`config.mk`:
```
export PLATFORM = sky130hd
export DESIGN_NAME = aakp_panel
export DESIGN_NICKNAME = d
export VERILOG_FILES = /design/src/inc/aakp_pkg.sv /design/src/hw/aakp_led_cat.sv /design/src/hw/aakp_panel.sv
export VERILOG_INCLUDE_DIRS = /design/src /design/src/inc
export SDC_FILE = /design/constraint.sdc
export NUM_CORES = 1
export LEC_CHECK = 0
export BUFFER_PORTS_ARGS = -buffer_cell sky130_fd_sc_hd__buf_2
export CORE_UTILIZATION = 50
export CTS_BUF_LIST = sky130_fd_sc_hd__clkbuf_4 sky130_fd_sc_hd__clkbuf_8 sky130_fd_sc_hd__clkbuf_16
export CTS_CLUSTER_DIAMETER = 80
export DETAILED_ROUTE_END_ITERATION = 10
export PLACE_DENSITY = 0.7
export SETUP_SLACK_MARGIN = 0.15
export SLEW_MARGIN = 0
export SYNTH_ARGS = -nofsm -noshare
export SYNTH_HDL_FRONTEND = slang
export SYNTH_SLANG_ARGS = --single-unit
```
`constraint.sdc`:
```
create_clock -name ref_clk -period 5.45 [get_ports ref_clk]
set_input_delay 1.09 -clock ref_clk [delete_from_list [all_inputs] [get_ports ref_clk]]
set_output_delay 1.09 -clock ref_clk [all_outputs]
set_load 0.05 [all_outputs]
```
`src/inc/aakp_defs.svh`:
```
// Purpose: constants for the alarm annunciator key panel
// Assumes: ref_clk at 25 MHz; register offsets are byte addresses of 32-bit words
`ifndef AAKP_DEFS_SVH
`define AAKP_DEFS_SVH

`define AAKP_CLK_HZ 25000000
`define AAKP_SIL_LOCK_S 10
`define AAKP_MENU_IDLE_S 60
`define AAKP_BLINK_HALF_MS 500
`define AAKP_CNT_W 8

// register byte offsets
`define AAKP_REG_CTRL 8'h00
`define AAKP_REG_STATUS 8'h04
`define AAKP_REG_ALARM_CNT 8'h08
`define AAKP_REG_PRE_CNT 8'h0c
`define AAKP_REG_TRB_CNT 8'h10
`define AAKP_REG_SUP_CNT 8'h14
`define AAKP_REG_MENU 8'h18

// control register fields
`define AAKP_CTRL_PANEL_EN 0
`define AAKP_CTRL_SOUNDER_EN 1
`define AAKP_CTRL_RESET_VAL 32'h0000_0003

// status register fields
`define AAKP_ST_OFF_NORMAL 0
`define AAKP_ST_MENU 1
`define AAKP_ST_SILENCED 2
`define AAKP_ST_SIL_LOCK 3
`define AAKP_ST_SOUNDER 4
`define AAKP_ST_AC_OK 5

`endif

```
`src/inc/aakp_pkg.sv`:
```
// Purpose: types for the alarm annunciator key panel
// Assumes: nothing beyond the defs header
// Notes: key codes and category indices shared by the panel and the testbench modules
package aakp_pkg;
    typedef enum logic [3:0] {
        AAKP_KEY_NONE = 4'b0000,
        AAKP_KEY_ACK = 4'b0001,
        AAKP_KEY_SILENCE = 4'b0010,
        AAKP_KEY_RESET = 4'b0011,
        AAKP_KEY_SCROLL = 4'b0100,
        AAKP_KEY_DIGIT = 4'b0101,
        AAKP_KEY_BACKSPACE = 4'b0110,
        AAKP_KEY_ENTER = 4'b0111
    } aakp_key_t;

    typedef enum logic [1:0] {
        AAKP_MODE_NORMAL = 2'b00,
        AAKP_MODE_OFF_NORMAL = 2'b01,
        AAKP_MODE_MENU = 2'b10
    } aakp_mode_t;

    typedef enum logic [1:0] {
        AAKP_CAT_ALARM = 2'b00,
        AAKP_CAT_PRE = 2'b01,
        AAKP_CAT_TRB = 2'b10,
        AAKP_CAT_SUP = 2'b11
    } aakp_cat_t;
endpackage : aakp_pkg

```
`src/hw/aakp_led_cat.sv`:
```
// Purpose: one category indicator driven by its event counts
// Assumes: blink is the shared phase from the panel
// Notes: dark only when no active and no unacknowledged events remain
`timescale 1ns/1ps
`default_nettype none
module aakp_led_cat (
    input wire logic [7:0] unack_cnt,
    input wire logic [7:0] active_cnt,
    input wire logic hold,
    input wire logic blink,
    output logic led
);
    // flashing beats steady; hold keeps a steady lamp until cleared elsewhere
    always_comb
    begin
        if (unack_cnt != 8'h00)
            led = blink;
        else if (active_cnt != 8'h00 || hold)
            led = 1'b1;
        else
            led = 1'b0;
    end
endmodule : aakp_led_cat
`default_nettype wire

```
`src/hw/aakp_panel.sv`:
```
// Purpose: key decode, indicator and silence logic of the alarm annunciator panel
// Assumes: key_valid and events come from logic on ref_clk; ac_ok_pin is a raw pin
// Notes: registers on Avalon-MM, one wait cycle on every access
`timescale 1ns/1ps
`default_nettype none
`include "aakp_defs.svh"
module aakp_panel #(
    parameter int unsigned SIL_LOCK_CYCLES = `AAKP_CLK_HZ * `AAKP_SIL_LOCK_S,
    parameter int unsigned MENU_IDLE_CYCLES = `AAKP_CLK_HZ * `AAKP_MENU_IDLE_S,
    parameter int unsigned BLINK_HALF_CYCLES = (`AAKP_CLK_HZ / 1000) * `AAKP_BLINK_HALF_MS
) (
    input wire logic ref_clk,
    input wire logic rst,
    input wire logic key_valid,
    input wire aakp_pkg::aakp_key_t key_code,
    input wire logic [3:0] key_digit,
    input wire logic [3:0] ev_new,
    input wire logic [3:0] ev_clear,
    input wire logic alarm_off_rpt,
    input wire logic [1:0] disp_cat,
    input wire logic ac_ok_pin,
    output logic ocp_start,
    output logic public_notify,
    output logic silenceable_on,
    output logic sounder,
    output logic led_power,
    output logic led_alarm,
    output logic led_pre,
    output logic led_trouble,
    output logic led_super,
    output logic led_silence,
    output logic scroll_step,
    output logic menu_active,
    output logic [3:0] digit_out,
    output logic digit_strobe,
    output logic enter_strobe,
    output logic erase_strobe,
    input wire logic [7:0] avs_address,
    input wire logic avs_read,
    input wire logic avs_write,
    input wire logic [31:0] avs_writedata,
    output logic [31:0] avs_readdata,
    output logic avs_waitrequest
);
    import aakp_pkg::*;

    logic [7:0] unack_reg [4];
    logic [7:0] active_reg [4];
    logic alarm_off_pend_reg;
    logic alarm_hold_reg;
    aakp_mode_t mode_reg;
    logic silenced_reg;
    logic sil_used_reg;
    logic [31:0] sil_lock_reg;
    logic [31:0] idle_reg;
    logic [31:0] blink_cnt_reg;
    logic blink_reg;
    logic [31:0] ctrl_reg;
    logic ac_meta_reg;
    logic ac_sync_reg;
    logic ack_done_reg;
    logic key_ack, key_sil, key_rst, key_scr, key_dig, key_bsp, key_ent;
    logic all_alarm_ack;
    logic sil_accept;
    logic rst_accept;
    logic any_event;
    logic panel_en;
    logic bus_req;

    // saturating step of an event count
    function automatic logic [7:0] cnt_step(input logic [7:0] c, input logic inc, input logic dec);
        logic [7:0] r;
        r = c;
        if (inc && !dec && c != 8'hff)
            r = c + 8'h01;
        else if (dec && !inc && c != 8'h00)
            r = c - 8'h01;
        cnt_step = r;
    endfunction : cnt_step

    // key decode, qualified by the software enable
    assign panel_en = ctrl_reg[`AAKP_CTRL_PANEL_EN];
    always_comb
    begin
        key_ack = key_valid && panel_en && key_code == AAKP_KEY_ACK;
        key_sil = key_valid && panel_en && key_code == AAKP_KEY_SILENCE;
        key_rst = key_valid && panel_en && key_code == AAKP_KEY_RESET;
        key_scr = key_valid && panel_en && key_code == AAKP_KEY_SCROLL;
        key_dig = key_valid && panel_en && key_code == AAKP_KEY_DIGIT && key_digit <= 4'h9;
        key_bsp = key_valid && panel_en && key_code == AAKP_KEY_BACKSPACE;
        key_ent = key_valid && panel_en && key_code == AAKP_KEY_ENTER;
    end

    assign all_alarm_ack = (unack_reg[AAKP_CAT_ALARM] == 8'h00) && !alarm_off_pend_reg;
    assign sil_accept = key_sil && all_alarm_ack && sil_lock_reg == 32'h0;
    assign rst_accept = key_rst && all_alarm_ack && active_reg[AAKP_CAT_ALARM] == 8'h00;
    assign any_event = (active_reg[0] | active_reg[1] | active_reg[2] | active_reg[3]
        | unack_reg[0] | unack_reg[1] | unack_reg[2] | unack_reg[3]) != 8'h00;

    // ac supervisor pin is asynchronous: two flops before use
    always_ff @(posedge ref_clk)
    begin
        if (rst)
        begin
            ac_meta_reg <= 1'b0;
            ac_sync_reg <= 1'b0;
        end
        else
        begin
            ac_meta_reg <= ac_ok_pin;
            ac_sync_reg <= ac_meta_reg;
        end
    end

    // event counts; acknowledge clears the displayed category, a new event still counts
    always_ff @(posedge ref_clk)
    begin
        for (int i = 0; i < 4; i++)
        begin
            if (rst)
            begin
                unack_reg[i] <= 8'h00;
                active_reg[i] <= 8'h00;
            end
            else
            begin
                active_reg[i] <= cnt_step(active_reg[i], ev_new[i], ev_clear[i]);
                if (key_ack && disp_cat == 2'(i))
                    unack_reg[i] <= {7'h00, ev_new[i]};
                else
                    unack_reg[i] <= cnt_step(unack_reg[i], ev_new[i], 1'b0);
            end
        end
    end

    // alarm-off reports need their own acknowledgement; a report beats the clear
    always_ff @(posedge ref_clk)
    begin
        if (rst)
            alarm_off_pend_reg <= 1'b0;
        else if (alarm_off_rpt)
            alarm_off_pend_reg <= 1'b1;
        else if (key_ack && disp_cat == AAKP_CAT_ALARM)
            alarm_off_pend_reg <= 1'b0;
    end

    // alarm lamp stays steady after sources clear until an accepted reset
    always_ff @(posedge ref_clk)
    begin
        if (rst)
            alarm_hold_reg <= 1'b0;
        else if (ev_new[AAKP_CAT_ALARM])
            alarm_hold_reg <= 1'b1;
        else if (rst_accept)
            alarm_hold_reg <= 1'b0;
    end

    // operating mode
    always_ff @(posedge ref_clk)
    begin
        if (rst)
            mode_reg <= AAKP_MODE_NORMAL;
        else
        begin
            case (mode_reg)
                AAKP_MODE_NORMAL:
                begin
                    if (any_event || ev_new != 4'h0)
                        mode_reg <= AAKP_MODE_OFF_NORMAL;
                    else if (key_dig && key_digit == 4'h0)
                        mode_reg <= AAKP_MODE_MENU;
                end
                AAKP_MODE_OFF_NORMAL:
                begin
                    if (rst_accept && !any_event && !alarm_hold_reg)
                        mode_reg <= AAKP_MODE_NORMAL;
                    else if (rst_accept && unack_reg[1] == 8'h00 && unack_reg[2] == 8'h00
                        && unack_reg[3] == 8'h00 && active_reg[1] == 8'h00
                        && active_reg[2] == 8'h00 && active_reg[3] == 8'h00)
                        mode_reg <= AAKP_MODE_NORMAL;
                end
                AAKP_MODE_MENU:
                begin
                    if (ev_new[AAKP_CAT_ALARM] || key_bsp || idle_reg == 32'h1)
                        mode_reg <= any_event ? AAKP_MODE_OFF_NORMAL : AAKP_MODE_NORMAL;
                end
                default:
                    mode_reg <= AAKP_MODE_NORMAL;
            endcase
        end
    end

    // one-cycle start of the output program, raised with the step out of normal;
    // keyed to the step from normal to off-normal only; a direct exit from the menu raises none
    always_ff @(posedge ref_clk)
    begin
        if (rst)
            ocp_start <= 1'b0;
        else
            ocp_start <= mode_reg == AAKP_MODE_NORMAL && (any_event || ev_new != 4'h0);
    end

    // menu idle timer restarts on every key
    always_ff @(posedge ref_clk)
    begin
        if (rst || mode_reg != AAKP_MODE_MENU)
            idle_reg <= MENU_IDLE_CYCLES;
        else if (key_valid)
            idle_reg <= MENU_IDLE_CYCLES;
        else if (idle_reg > 32'h1)
            idle_reg <= idle_reg - 32'h1;
    end

    // silence lockout counts from each accepted press
    always_ff @(posedge ref_clk)
    begin
        if (rst)
            sil_lock_reg <= 32'h0;
        else if (sil_accept)
            sil_lock_reg <= SIL_LOCK_CYCLES;
        else if (sil_lock_reg != 32'h0)
            sil_lock_reg <= sil_lock_reg - 32'h1;
    end

    // silence toggle; an accepted reset clears it, new alarms re-sound
    always_ff @(posedge ref_clk)
    begin
        if (rst || rst_accept)
        begin
            silenced_reg <= 1'b0;
            sil_used_reg <= 1'b0;
        end
        else if (sil_accept)
        begin
            silenced_reg <= !silenced_reg;
            sil_used_reg <= 1'b1;
        end
        else if (ev_new[AAKP_CAT_ALARM])
            silenced_reg <= 1'b0;
    end

    // shared blink phase so every lamp flashes together
    always_ff @(posedge ref_clk)
    begin
        if (rst)
        begin
            blink_cnt_reg <= 32'h0;
            blink_reg <= 1'b0;
        end
        else if (blink_cnt_reg >= BLINK_HALF_CYCLES - 1)
        begin
            blink_cnt_reg <= 32'h0;
            blink_reg <= !blink_reg;
        end
        else
            blink_cnt_reg <= blink_cnt_reg + 32'h1;
    end

    // outputs from flops
    always_ff @(posedge ref_clk)
    begin
        if (rst)
        begin
            public_notify <= 1'b0;
            silenceable_on <= 1'b0;
            sounder <= 1'b0;
            led_power <= 1'b0;
            led_silence <= 1'b0;
            ack_done_reg <= 1'b0;
        end
        else
        begin
            public_notify <= active_reg[AAKP_CAT_ALARM] != 8'h00 || alarm_hold_reg;
            silenceable_on <= (active_reg[AAKP_CAT_ALARM] != 8'h00 || alarm_hold_reg) && !silenced_reg;
            ack_done_reg <= (unack_reg[0] | unack_reg[1] | unack_reg[2] | unack_reg[3]) == 8'h00
                && !alarm_off_pend_reg;
            sounder <= !ack_done_reg && ctrl_reg[`AAKP_CTRL_SOUNDER_EN];
            led_power <= ac_sync_reg;
            led_silence <= silenced_reg;
        end
    end

    // menu and display strobes
    always_ff @(posedge ref_clk)
    begin
        if (rst)
        begin
            scroll_step <= 1'b0;
            digit_strobe <= 1'b0;
            digit_out <= 4'h0;
            enter_strobe <= 1'b0;
            erase_strobe <= 1'b0;
        end
        else
        begin
            scroll_step <= key_scr;
            digit_strobe <= key_dig;
            if (key_dig)
                digit_out <= key_digit;
            enter_strobe <= key_ent && mode_reg == AAKP_MODE_MENU;
            erase_strobe <= key_bsp;
        end
    end
    assign menu_active = mode_reg == AAKP_MODE_MENU;

    // category lamps
    aakp_led_cat u_alarm (
        .unack_cnt(alarm_off_pend_reg ? 8'h01 : unack_reg[AAKP_CAT_ALARM]),
        .active_cnt(active_reg[AAKP_CAT_ALARM]),
        .hold(alarm_hold_reg),
        .blink(blink_reg),
        .led(led_alarm)
    );
    aakp_led_cat u_pre (
        .unack_cnt(unack_reg[AAKP_CAT_PRE]),
        .active_cnt(active_reg[AAKP_CAT_PRE]),
        .hold(1'b0),
        .blink(blink_reg),
        .led(led_pre)
    );
    aakp_led_cat u_trb (
        .unack_cnt(unack_reg[AAKP_CAT_TRB]),
        .active_cnt(active_reg[AAKP_CAT_TRB]),
        .hold(1'b0),
        .blink(blink_reg),
        .led(led_trouble)
    );
    aakp_led_cat u_sup (
        .unack_cnt(unack_reg[AAKP_CAT_SUP]),
        .active_cnt(active_reg[AAKP_CAT_SUP]),
        .hold(1'b0),
        .blink(blink_reg),
        .led(led_super)
    );

    // avalon slave: waitrequest high in the first cycle of every access
    assign bus_req = avs_read || avs_write;
    logic bus_ack_reg;
    always_ff @(posedge ref_clk)
    begin
        if (rst)
            bus_ack_reg <= 1'b0;
        else
            bus_ack_reg <= bus_req && !bus_ack_reg;
    end
    assign avs_waitrequest = bus_req && !bus_ack_reg;

    // control register write
    always_ff @(posedge ref_clk)
    begin
        if (rst)
            ctrl_reg <= `AAKP_CTRL_RESET_VAL;
        else if (avs_write && bus_ack_reg && avs_address == `AAKP_REG_CTRL)
            ctrl_reg <= {30'h0, avs_writedata[1:0]};
    end

    // read data; unmapped addresses read zero
    always_ff @(posedge ref_clk)
    begin
        if (rst)
            avs_readdata <= 32'h0;
        else if (avs_read && !bus_ack_reg)
        begin
            case (avs_address)
                `AAKP_REG_CTRL: avs_readdata <= ctrl_reg;
                `AAKP_REG_STATUS: avs_readdata <= {26'h0, ac_sync_reg, sounder, sil_lock_reg != 32'h0,
                    silenced_reg, menu_active, mode_reg != AAKP_MODE_NORMAL};
                `AAKP_REG_ALARM_CNT: avs_readdata <= {16'h0, unack_reg[0], active_reg[0]};
                `AAKP_REG_PRE_CNT: avs_readdata <= {16'h0, unack_reg[1], active_reg[1]};
                `AAKP_REG_TRB_CNT: avs_readdata <= {16'h0, unack_reg[2], active_reg[2]};
                `AAKP_REG_SUP_CNT: avs_readdata <= {16'h0, unack_reg[3], active_reg[3]};
                `AAKP_REG_MENU: avs_readdata <= {28'h0, digit_out};
                default: avs_readdata <= 32'h0;
            endcase
        end
    end
endmodule : aakp_panel
`default_nettype wire

```
==> flow_metrics.py, run 1 <==
metrics = {
    "detailed_routing": {
        "routed_wl_um": 23500,
        "drt_iter0_drc": 505,
        "dr.pass1.iters": 5,
        "drc": 0,
        "detail-route-antenna-nets": 0,
        "num_vias": 8635,
        "post_drt_wl_per_cell_um": 15.2,
        "viasPerCell": 5.59,
    },
    "setup_path": {
        "cp.required_ns": 5.89,
        "cp-start-kind": "flop",
        "critPathTopFamily": "compound AO/OA/AOI/OAI gates",
        "slowest_stage": "o21ai_0",
        "critical_path.cell_chain": "nand4_1 > o21ai_0 > ha_1 > a21oi_1 > o21ai_0 > a2111oi_0 > nor3_1 > or4b_2 > o211ai_1",
        "cp.buffers_inverters": 0,
        "criticalPathCategory": "reg -> reg",
        "path_common_cell": "o21ai_0",
        "worst_path_largest_cell_delay_ns": 0.97,
        "endpoint_kind": "flop",
        "critPathArrivalTime_ns": 4.14,
        "crit_fanout": 10,
    },
    "sta": {
        "finalSetupViolations": 0,
        "tightest_slew_ns": 1.24,
        "finalClockSkew_ns": 0.00841,
        "setup_slack_ns": 1.75,
        "fmax_ghz": 0.270,
        "tns_ns": 0,
        "rsz0062_at_grt": "false",
        "hold_viol_final": 0,
        "fin_crit_ns": 3.70,
        "whs_ns": 0.434,
        "finalCritPeriodShare_pct": 67.9,
        "max-slew-margin-rel_pct": 16.6,
        "slew_viol_final": 0,
    },
    "die": {
        "top_level_ports": 117,
        "die_h_um": 146,
        "core-area_um2": 20400,
        "dieArea_um2": 21500,
        "fp-row-count": 52,
        "start_util_pct": 51.3,
        "die_x_um": 146,
    },
    "clock_network": {
        "cts_root_buffer": "clkbuf_16",
        "clk_latency_ns": 0.51,
        "clock_sinks": 202,
        "clockBufferDepth": 3,
        "cts_tree": "built",
        "ctsHoldBuffers": 0,
        "clk_pin_slew_worst_paths_ns": 0.06,
        "post_cts_buffers": 0,
        "cts_buffers": 23,
        "ctsResizeCount": 0,
        "htreeDepth": 1,
    },
    "power": {
        "leakagePower_nw": 4.66,
        "ir_worst_vdd_mv": 0.367,
        "total_power_mw": 5.21,
        "power_density_nw_per_um2": 442,
    },
    "grt": {
        "grt_use_total_pct": 22.3,
        "grt_pass1_wl_um": 39500,
        "grt_max_degree": 73,
        "antenna_found_initial": 0,
        "grt_remaining_overflow": 0,
        "grt_pass1_vias": 7982,
    },
    "synthesis": {
        "syn_avg_cell_area_um2": 8.83,
        "synth_flop_cell": "dfxtp_1",
        "synth-edff-count": 32,
        "synth-seq-cells": 202,
        "synth_cell_type_count": 69,
        "ys_seq_area_share_pct": 41.8,
        "async_flop_share_pct": 0,
        "netlist_area_um2": 10400,
        "yosys_warnings": 0,
        "netlist_instances": 1182,
    },
    "status": {
        "outcome": "completed",
    },
    "final_layout": {
        "stdcell_count": 1545,
        "num_antenna_cells": 0,
        "syn_to_final_growth_pct": 12.9,
        "nNetsFinal": 1364,
        "drive_gt1_share_pct": 10.9,
        "fill_cells": 1834,
    },
    "placement": {
        "dp.cells": 1504,
        "place_congestion": 0.866,
        "portBuffers": 70,
        "pre_cts_slack_ns": 1.50,
        "dp.final_hpwl_um": 17000,
    },
    "min_path": {
        "min_path_type": "reg -> reg",
    },
    "job": {
        "maxCapViolations": 0,
    },
}
logic make-up after synthesis:
kind of cell | count (synthesis) | synth area share, %
mux | 27 | 2.76
other cells | 1 | 0.0359
compound gates | 183 | 11.8
fa+ha+maj | 40 | 5.08
xor+xnor | 110 | 9.23
buf+inv | 84 | 3.82
flops | 202 | 41.8
simple gates | 535 | 25.5
cell usage in the layout, fill, tap and decap left out, types with 12 or more instances in the layout:
cell type,count
inv_1,32
nand3_1,42
nor2b_1,14
or4_1,12
buf_2,70
xor2_1,54
a211oi_1,21
o21ai_0,40
conb_1,24
edfxtp_1,32
xnor2_1,56
ha_1,36
nor3_1,60
mux2i_1,22
nand2_1,87
nor2_1,173
clkbuf_16,23
dfxtp_1,170
nand4_1,19
nor4_1,33
and3_1,30
a221oi_1,14
nand2b_1,14
a21oi_1,39
report_power, final:
part / switching [mW] / internal [mW] / leakage, nW
clock network: 0.603 / 0.961 / 0.382
registers: 0.273 / 1.74 / 1.74
logic: 0.925 / 0.707 / 2.54
total: 1.80 / 3.41 / 4.66
stage by stage:
step	utilization (%)	area (um2)
after floorplan	-	10500
after global placement	54.1	11000
after detailed placement	54.1	11000
after CTS	57.9	11800
after global routing	57.9	11800
final	57.9	11800
cell type report:
cell class	instances	area (um2)	area share, %
inverters	32	120	1.02
flip-flops and latches	202	4360	37.0
clock buffers	30	634	5.38
clock inverters	11	133	1.13
well taps	270	338	2.87
multi-input cells	919	5760	48.9
repair buffers	81	433	3.67
cell usage after synthesis, types with 4 or more instances:
cell type / instances / share of area [%]
nand4_1: 19 / 1.1
buf_4: 18 / 1.3
nor3_1: 60 / 2.9
mux2_2: 4 / 0.43
and3_1: 30 / 1.8
a2111oi_0: 4 / 0.34
nor4_1: 33 / 2.0
o21ai_0: 40 / 1.9
xor2_1: 54 / 4.5
dfxtp_1: 170 / 33
edfxtp_1: 32 / 9.2
nand4b_1: 5 / 0.42
a221oi_1: 14 / 1.2
nand2_1: 87 / 3.1
or2_2: 7 / 0.42
a31oi_1: 5 / 0.30
nor2b_1: 14 / 0.84
nand3b_1: 6 / 0.43
or3_1: 9 / 0.54
a21o_1: 4 / 0.29
nor3b_1: 8 / 0.58
or4_1: 12 / 0.86
xnor2_1: 56 / 4.7
o31ai_1: 6 / 0.43
mux2i_1: 22 / 2.1
nand3_1: 42 / 2.0
o21bai_1: 11 / 0.79
a211oi_1: 21 / 1.5
a21oi_1: 39 / 1.9
clkbuf_1: 27 / 0.97
a22oi_1: 4 / 0.29
nor2_1: 173 / 6.2
buf_1: 4 / 0.14
a22o_1: 10 / 0.84
ha_1: 36 / 4.3
fa_1: 4 / 0.77
inv_1: 32 / 1.2
nand2b_1: 14 / 0.84
final timing paths:
| path | start | end | slack [ns] | cells past startpoint |
|---|---|---|---|---|
| hold / removal | ack_done_reg$_SDFF_PP0_ | sounder$_SDFF_PP0_ | 0.43 | 1 |
| hold reg to reg | ack_done_reg$_SDFF_PP0_ | sounder$_SDFF_PP0_ | 0.43 | 1 |
| setup / recovery | active_reg[3][0]$_SDFFE_PP0P_ | active_reg[3][7]$_SDFFE_PP0P_ | 1.75 | 9 |
| setup reg to reg | active_reg[3][0]$_SDFFE_PP0P_ | active_reg[3][7]$_SDFFE_PP0P_ | 1.75 | 9 |
per-layer routing:
layer  share of wire [%]  up-vias  GRT usage [%]
met3                 5.6       41           3.62
met5                   0        -              0
li1                    -     4373              -
met1                  47     4019           30.4
met4                 1.9        0           6.09
met2                  45      202           36.5
Power figures use the tool's default switching activity.
==> run 2, diff against run 1 <==
--- a/config.mk
+++ b/config.mk
@@ -6,12 +6,13 @@
 export SDC_FILE = /design/constraint.sdc
 export NUM_CORES = 1
 export LEC_CHECK = 0
+export ABC_AREA = 1
 export BUFFER_PORTS_ARGS = -buffer_cell sky130_fd_sc_hd__buf_2
 export CORE_UTILIZATION = 50
 export CTS_BUF_LIST = sky130_fd_sc_hd__clkbuf_4 sky130_fd_sc_hd__clkbuf_8 sky130_fd_sc_hd__clkbuf_16
 export CTS_CLUSTER_DIAMETER = 80
 export DETAILED_ROUTE_END_ITERATION = 10
-export PLACE_DENSITY = 0.7
+export PLACE_DENSITY = 0.69
 export SETUP_SLACK_MARGIN = 0.15
 export SLEW_MARGIN = 0
 export SYNTH_ARGS = -nofsm -noshare
==> constraint.sdc (replaced) <==
create_clock -name ref_clk -period 3.7 [get_ports ref_clk]
set_input_delay 0.74 -clock ref_clk [delete_from_list [all_inputs] [get_ports ref_clk]]
set_output_delay 0.74 -clock ref_clk [all_outputs]
set_load 0.05 [all_outputs]
==> run 2 against run 1 <==
Maximum frequency up 23%. Area after synthesis increased by 9.6%. Routed wire length up 23%. Sequential power is 33% higher. Die area up 9.5%. Non-clock buffer count down 5. Sequential cell count did not move. Worst hold slack lost 0.012 ns. Critical path depth up 1. Synthesized cell count up 36%. Clock skew grew 0.0031 ns. Global-route usage is 2.4 points higher. Largest cell class unchanged. Highest routed layer unchanged.
==> flow_metrics.py, run 2 <==
metrics = {
    "clock_network": {
        "cts_buffers": 23,
        "clk_pin_slew_worst_paths_ns": 0.06,
        "cts_tree": "built",
        "clockBufferDepth": 3,
        "ctsResizeCount": 0,
        "clock_sinks": 202,
        "htreeDepth": 1,
        "clk_latency_ns": 0.52,
        "cts_root_buffer": "clkbuf_16",
        "ctsHoldBuffers": 0,
        "post_cts_buffers": 0,
    },
    "sta": {
        "slew_viol_final": 0,
        "max-slew-margin-rel_pct": 42.2,
        "finalClockSkew_ns": 0.0115,
        "rsz0062_at_grt": "false",
        "tightest_slew_ns": 0.863,
        "fin_crit_ns": 3.01,
        "hold_viol_final": 0,
        "tns_ns": 0,
        "finalCritPeriodShare_pct": 81.4,
        "fmax_ghz": 0.332,
        "finalSetupViolations": 0,
        "setup_slack_ns": 0.688,
    },
    "final_layout": {
        "final_cell_mix": "322 x nand2_1, 256 x nor2_1, 170 x dfxtp_1",
        "nNetsFinal": 1793,
        "fin_util_pct": 57.6,
        "syn_to_final_growth_pct": 11.6,
        "mostFrequentLayoutCell": "nand2_1",
        "num_antenna_cells": 0,
        "drive_gt1_share_pct": 11.2,
    },
    "status": {
        "outcome": "completed",
    },
    "synthesis": {
        "async_flop_share_pct": 0,
        "synth-seq-cells": 202,
        "synth_top_area_cell": "dfxtp_1",
        "syn_avg_cell_area_um2": 7.12,
        "synth_top_area_share_pct": 29.7,
        "synth_cell_type_count": 51,
        "synth_flop_cell": "dfxtp_1",
        "synth-edff-count": 32,
        "netlist_area_um2": 11400,
        "ys_seq_area_share_pct": 38.1,
        "synth_common_cells": "322 x nand2_1, 256 x nor2_1, 170 x dfxtp_1",
        "ys_top_cells_by_area": "dfxtp_1 30%, nand2_1 11%, edfxtp_1 8.4%, nor2_1 8.4%, a21oi_1 5.5%",
        "yosys_warnings": 0,
        "netlist_instances": 1608,
        "post-synth-top-count-cell": "nand2_1",
    },
    "detailed_routing": {
        "drc": 0,
        "viasPerCell": 5.33,
        "routed_wl_um": 28800,
        "num_vias": 10600,
        "detail-route-antenna-nets": 0,
        "post_drt_wl_per_cell_um": 14.5,
        "drt_iter0_drc": 781,
        "dr.pass1.iters": 5,
    },
    "setup_path": {
        "endpoint_kind": "flop",
        "crit_end": "active_reg[3][7]$_SDFFE_PP0P_",
        "r2r.worst_path.cells": 10,
        "cp.buffers_inverters": 0,
        "crit_fanout": 10,
        "ff2ff_setup_slack_ns": 0.69,
        "critical_path_cell_count": 10,
        "criticalPathCategory": "reg -> reg",
        "slowest_stage": "o211ai_1",
        "r2r-end": "active_reg[3][7]$_SDFFE_PP0P_",
        "critPathTopFamily": "compound AO/OA/AOI/OAI gates",
        "cp-start-kind": "flop",
        "critical_path.cell_chain": "nand4_1 > o211ai_1 > ha_1 > a21oi_1 > nand2_1 > nand2_1 > o311ai_0 > or2_2 > a21oi_1 > nor2_1",
        "worst_path_largest_cell_delay_ns": 0.73,
        "worstReg2RegStart": "active_reg[3][0]$_SDFFE_PP0P_",
        "critPathArrivalTime_ns": 3.42,
        "cp.required_ns": 4.11,
        "crit_path_start": "active_reg[3][0]$_SDFFE_PP0P_",
    },
    "power": {
        "power_density_nw_per_um2": 539,
        "ir_worst_vdd_mv": 0.355,
        "total_power_mw": 6.88,
        "leakagePower_nw": 5.50,
    },
    "grt": {
        "grt_remaining_overflow": 0,
        "grt_pass1_vias": 9652,
        "grt_use_total_pct": 24.7,
        "grt_max_degree": 47,
        "grt_pass1_wl_um": 47600,
        "antenna_found_initial": 0,
    },
    "placement": {
        "pre_cts_slack_ns": 0.650,
        "place_congestion": 0.930,
        "portBuffers": 70,
        "dp.final_hpwl_um": 21500,
    },
    "die": {
        "start_util_pct": 51.6,
        "dieArea_um2": 23500,
        "core-area_um2": 22200,
        "die_x_um": 153,
        "top_level_ports": 117,
        "fp-row-count": 54,
        "die_h_um": 153,
    },
    "min_path": {
        "min_path_type": "reg -> reg",
        "hold_depth": 1,
    },
    "job": {
        "maxCapViolations": 0,
    },
}
run 2: cell families after synthesis:
family	Yosys count	synth area share [%]
and+or+nand+nor	819	32.0
AOI/OAI and AO/OA	239	11.3
buffers and inverters	239	8.63
DFF	202	38.1
xor gates and xnor gates	67	5.13
adders and majority gates	40	4.64
other	1	0.0328
muxes	1	0.0875
run 2: cell type report:
type	instances	area [um2]
fillers	2140	9390
multi-input cells	1190	6180
flip-flops and latches	202	4360
inverters	195	732
clock buffers	29	639
repair buffers	76	395
well taps	280	350
clock inverters	12	111
run 2: how the worst min path moves through the flow:
stage / from / endpoint
2_1_floorplan: ack_done_reg$_SDFF_PP0_ / sounder$_SDFF_PP0_
3_3_place_gp: ack_done_reg$_SDFF_PP0_ / sounder$_SDFF_PP0_
3_5_place_dp: ack_done_reg$_SDFF_PP0_ / sounder$_SDFF_PP0_
4_1_cts: ack_done_reg$_SDFF_PP0_ / sounder$_SDFF_PP0_
5_1_grt: ack_done_reg$_SDFF_PP0_ / sounder$_SDFF_PP0_
6_report: ack_done_reg$_SDFF_PP0_ / sounder$_SDFF_PP0_
run 2: metrics by stage:
stage / hold slack, ns / instance area (um2) / std cells
2_1_floorplan: 0.373 / 11500 / 1631
3_3_place_gp: 0.411 / 12000 / 1943
3_5_place_dp: 0.411 / 12000 / 1943
4_1_cts: 0.417 / 12800 / 1984
5_1_grt: 0.421 / 12800 / 1984
6_report: 0.422 / 12800 / 1984
run 2: report_power, final:
| part | leakage (nW) | total (mW) | switching (mW) | internal, mW |
|---|---|---|---|---|
| Clock | 0.380 | 2.28 | 0.921 | 1.36 |
| Combinational | 3.38 | 1.92 | 1.25 | 0.671 |
| Sequential | 1.74 | 2.68 | 0.231 | 2.45 |
| Total | 5.50 | 6.88 | 2.40 | 4.48 |
run 2: worst reg2reg max path, delay by kind of cell, from the launching register on:
family / cells / cell delay (ns)
flops: 1 / 0.50
fa+ha+maj: 1 / 0.42
simple gates: 5 / 0.79
compound gates: 4 / 1.21
run 2: routing by layer:
| layer | wire length [um] | vias to the layer above | GRT usage [%] |
|---|---|---|---|
| li1 | - | 5404 | - |
| met1 | 13500 | 4782 | 34.3 |
| met2 | 12600 | 341 | 39.9 |
| met3 | 2010 | 47 | 3.49 |
| met4 | 673 | 0 | 6.73 |
| met5 | 0 | - | 0 |
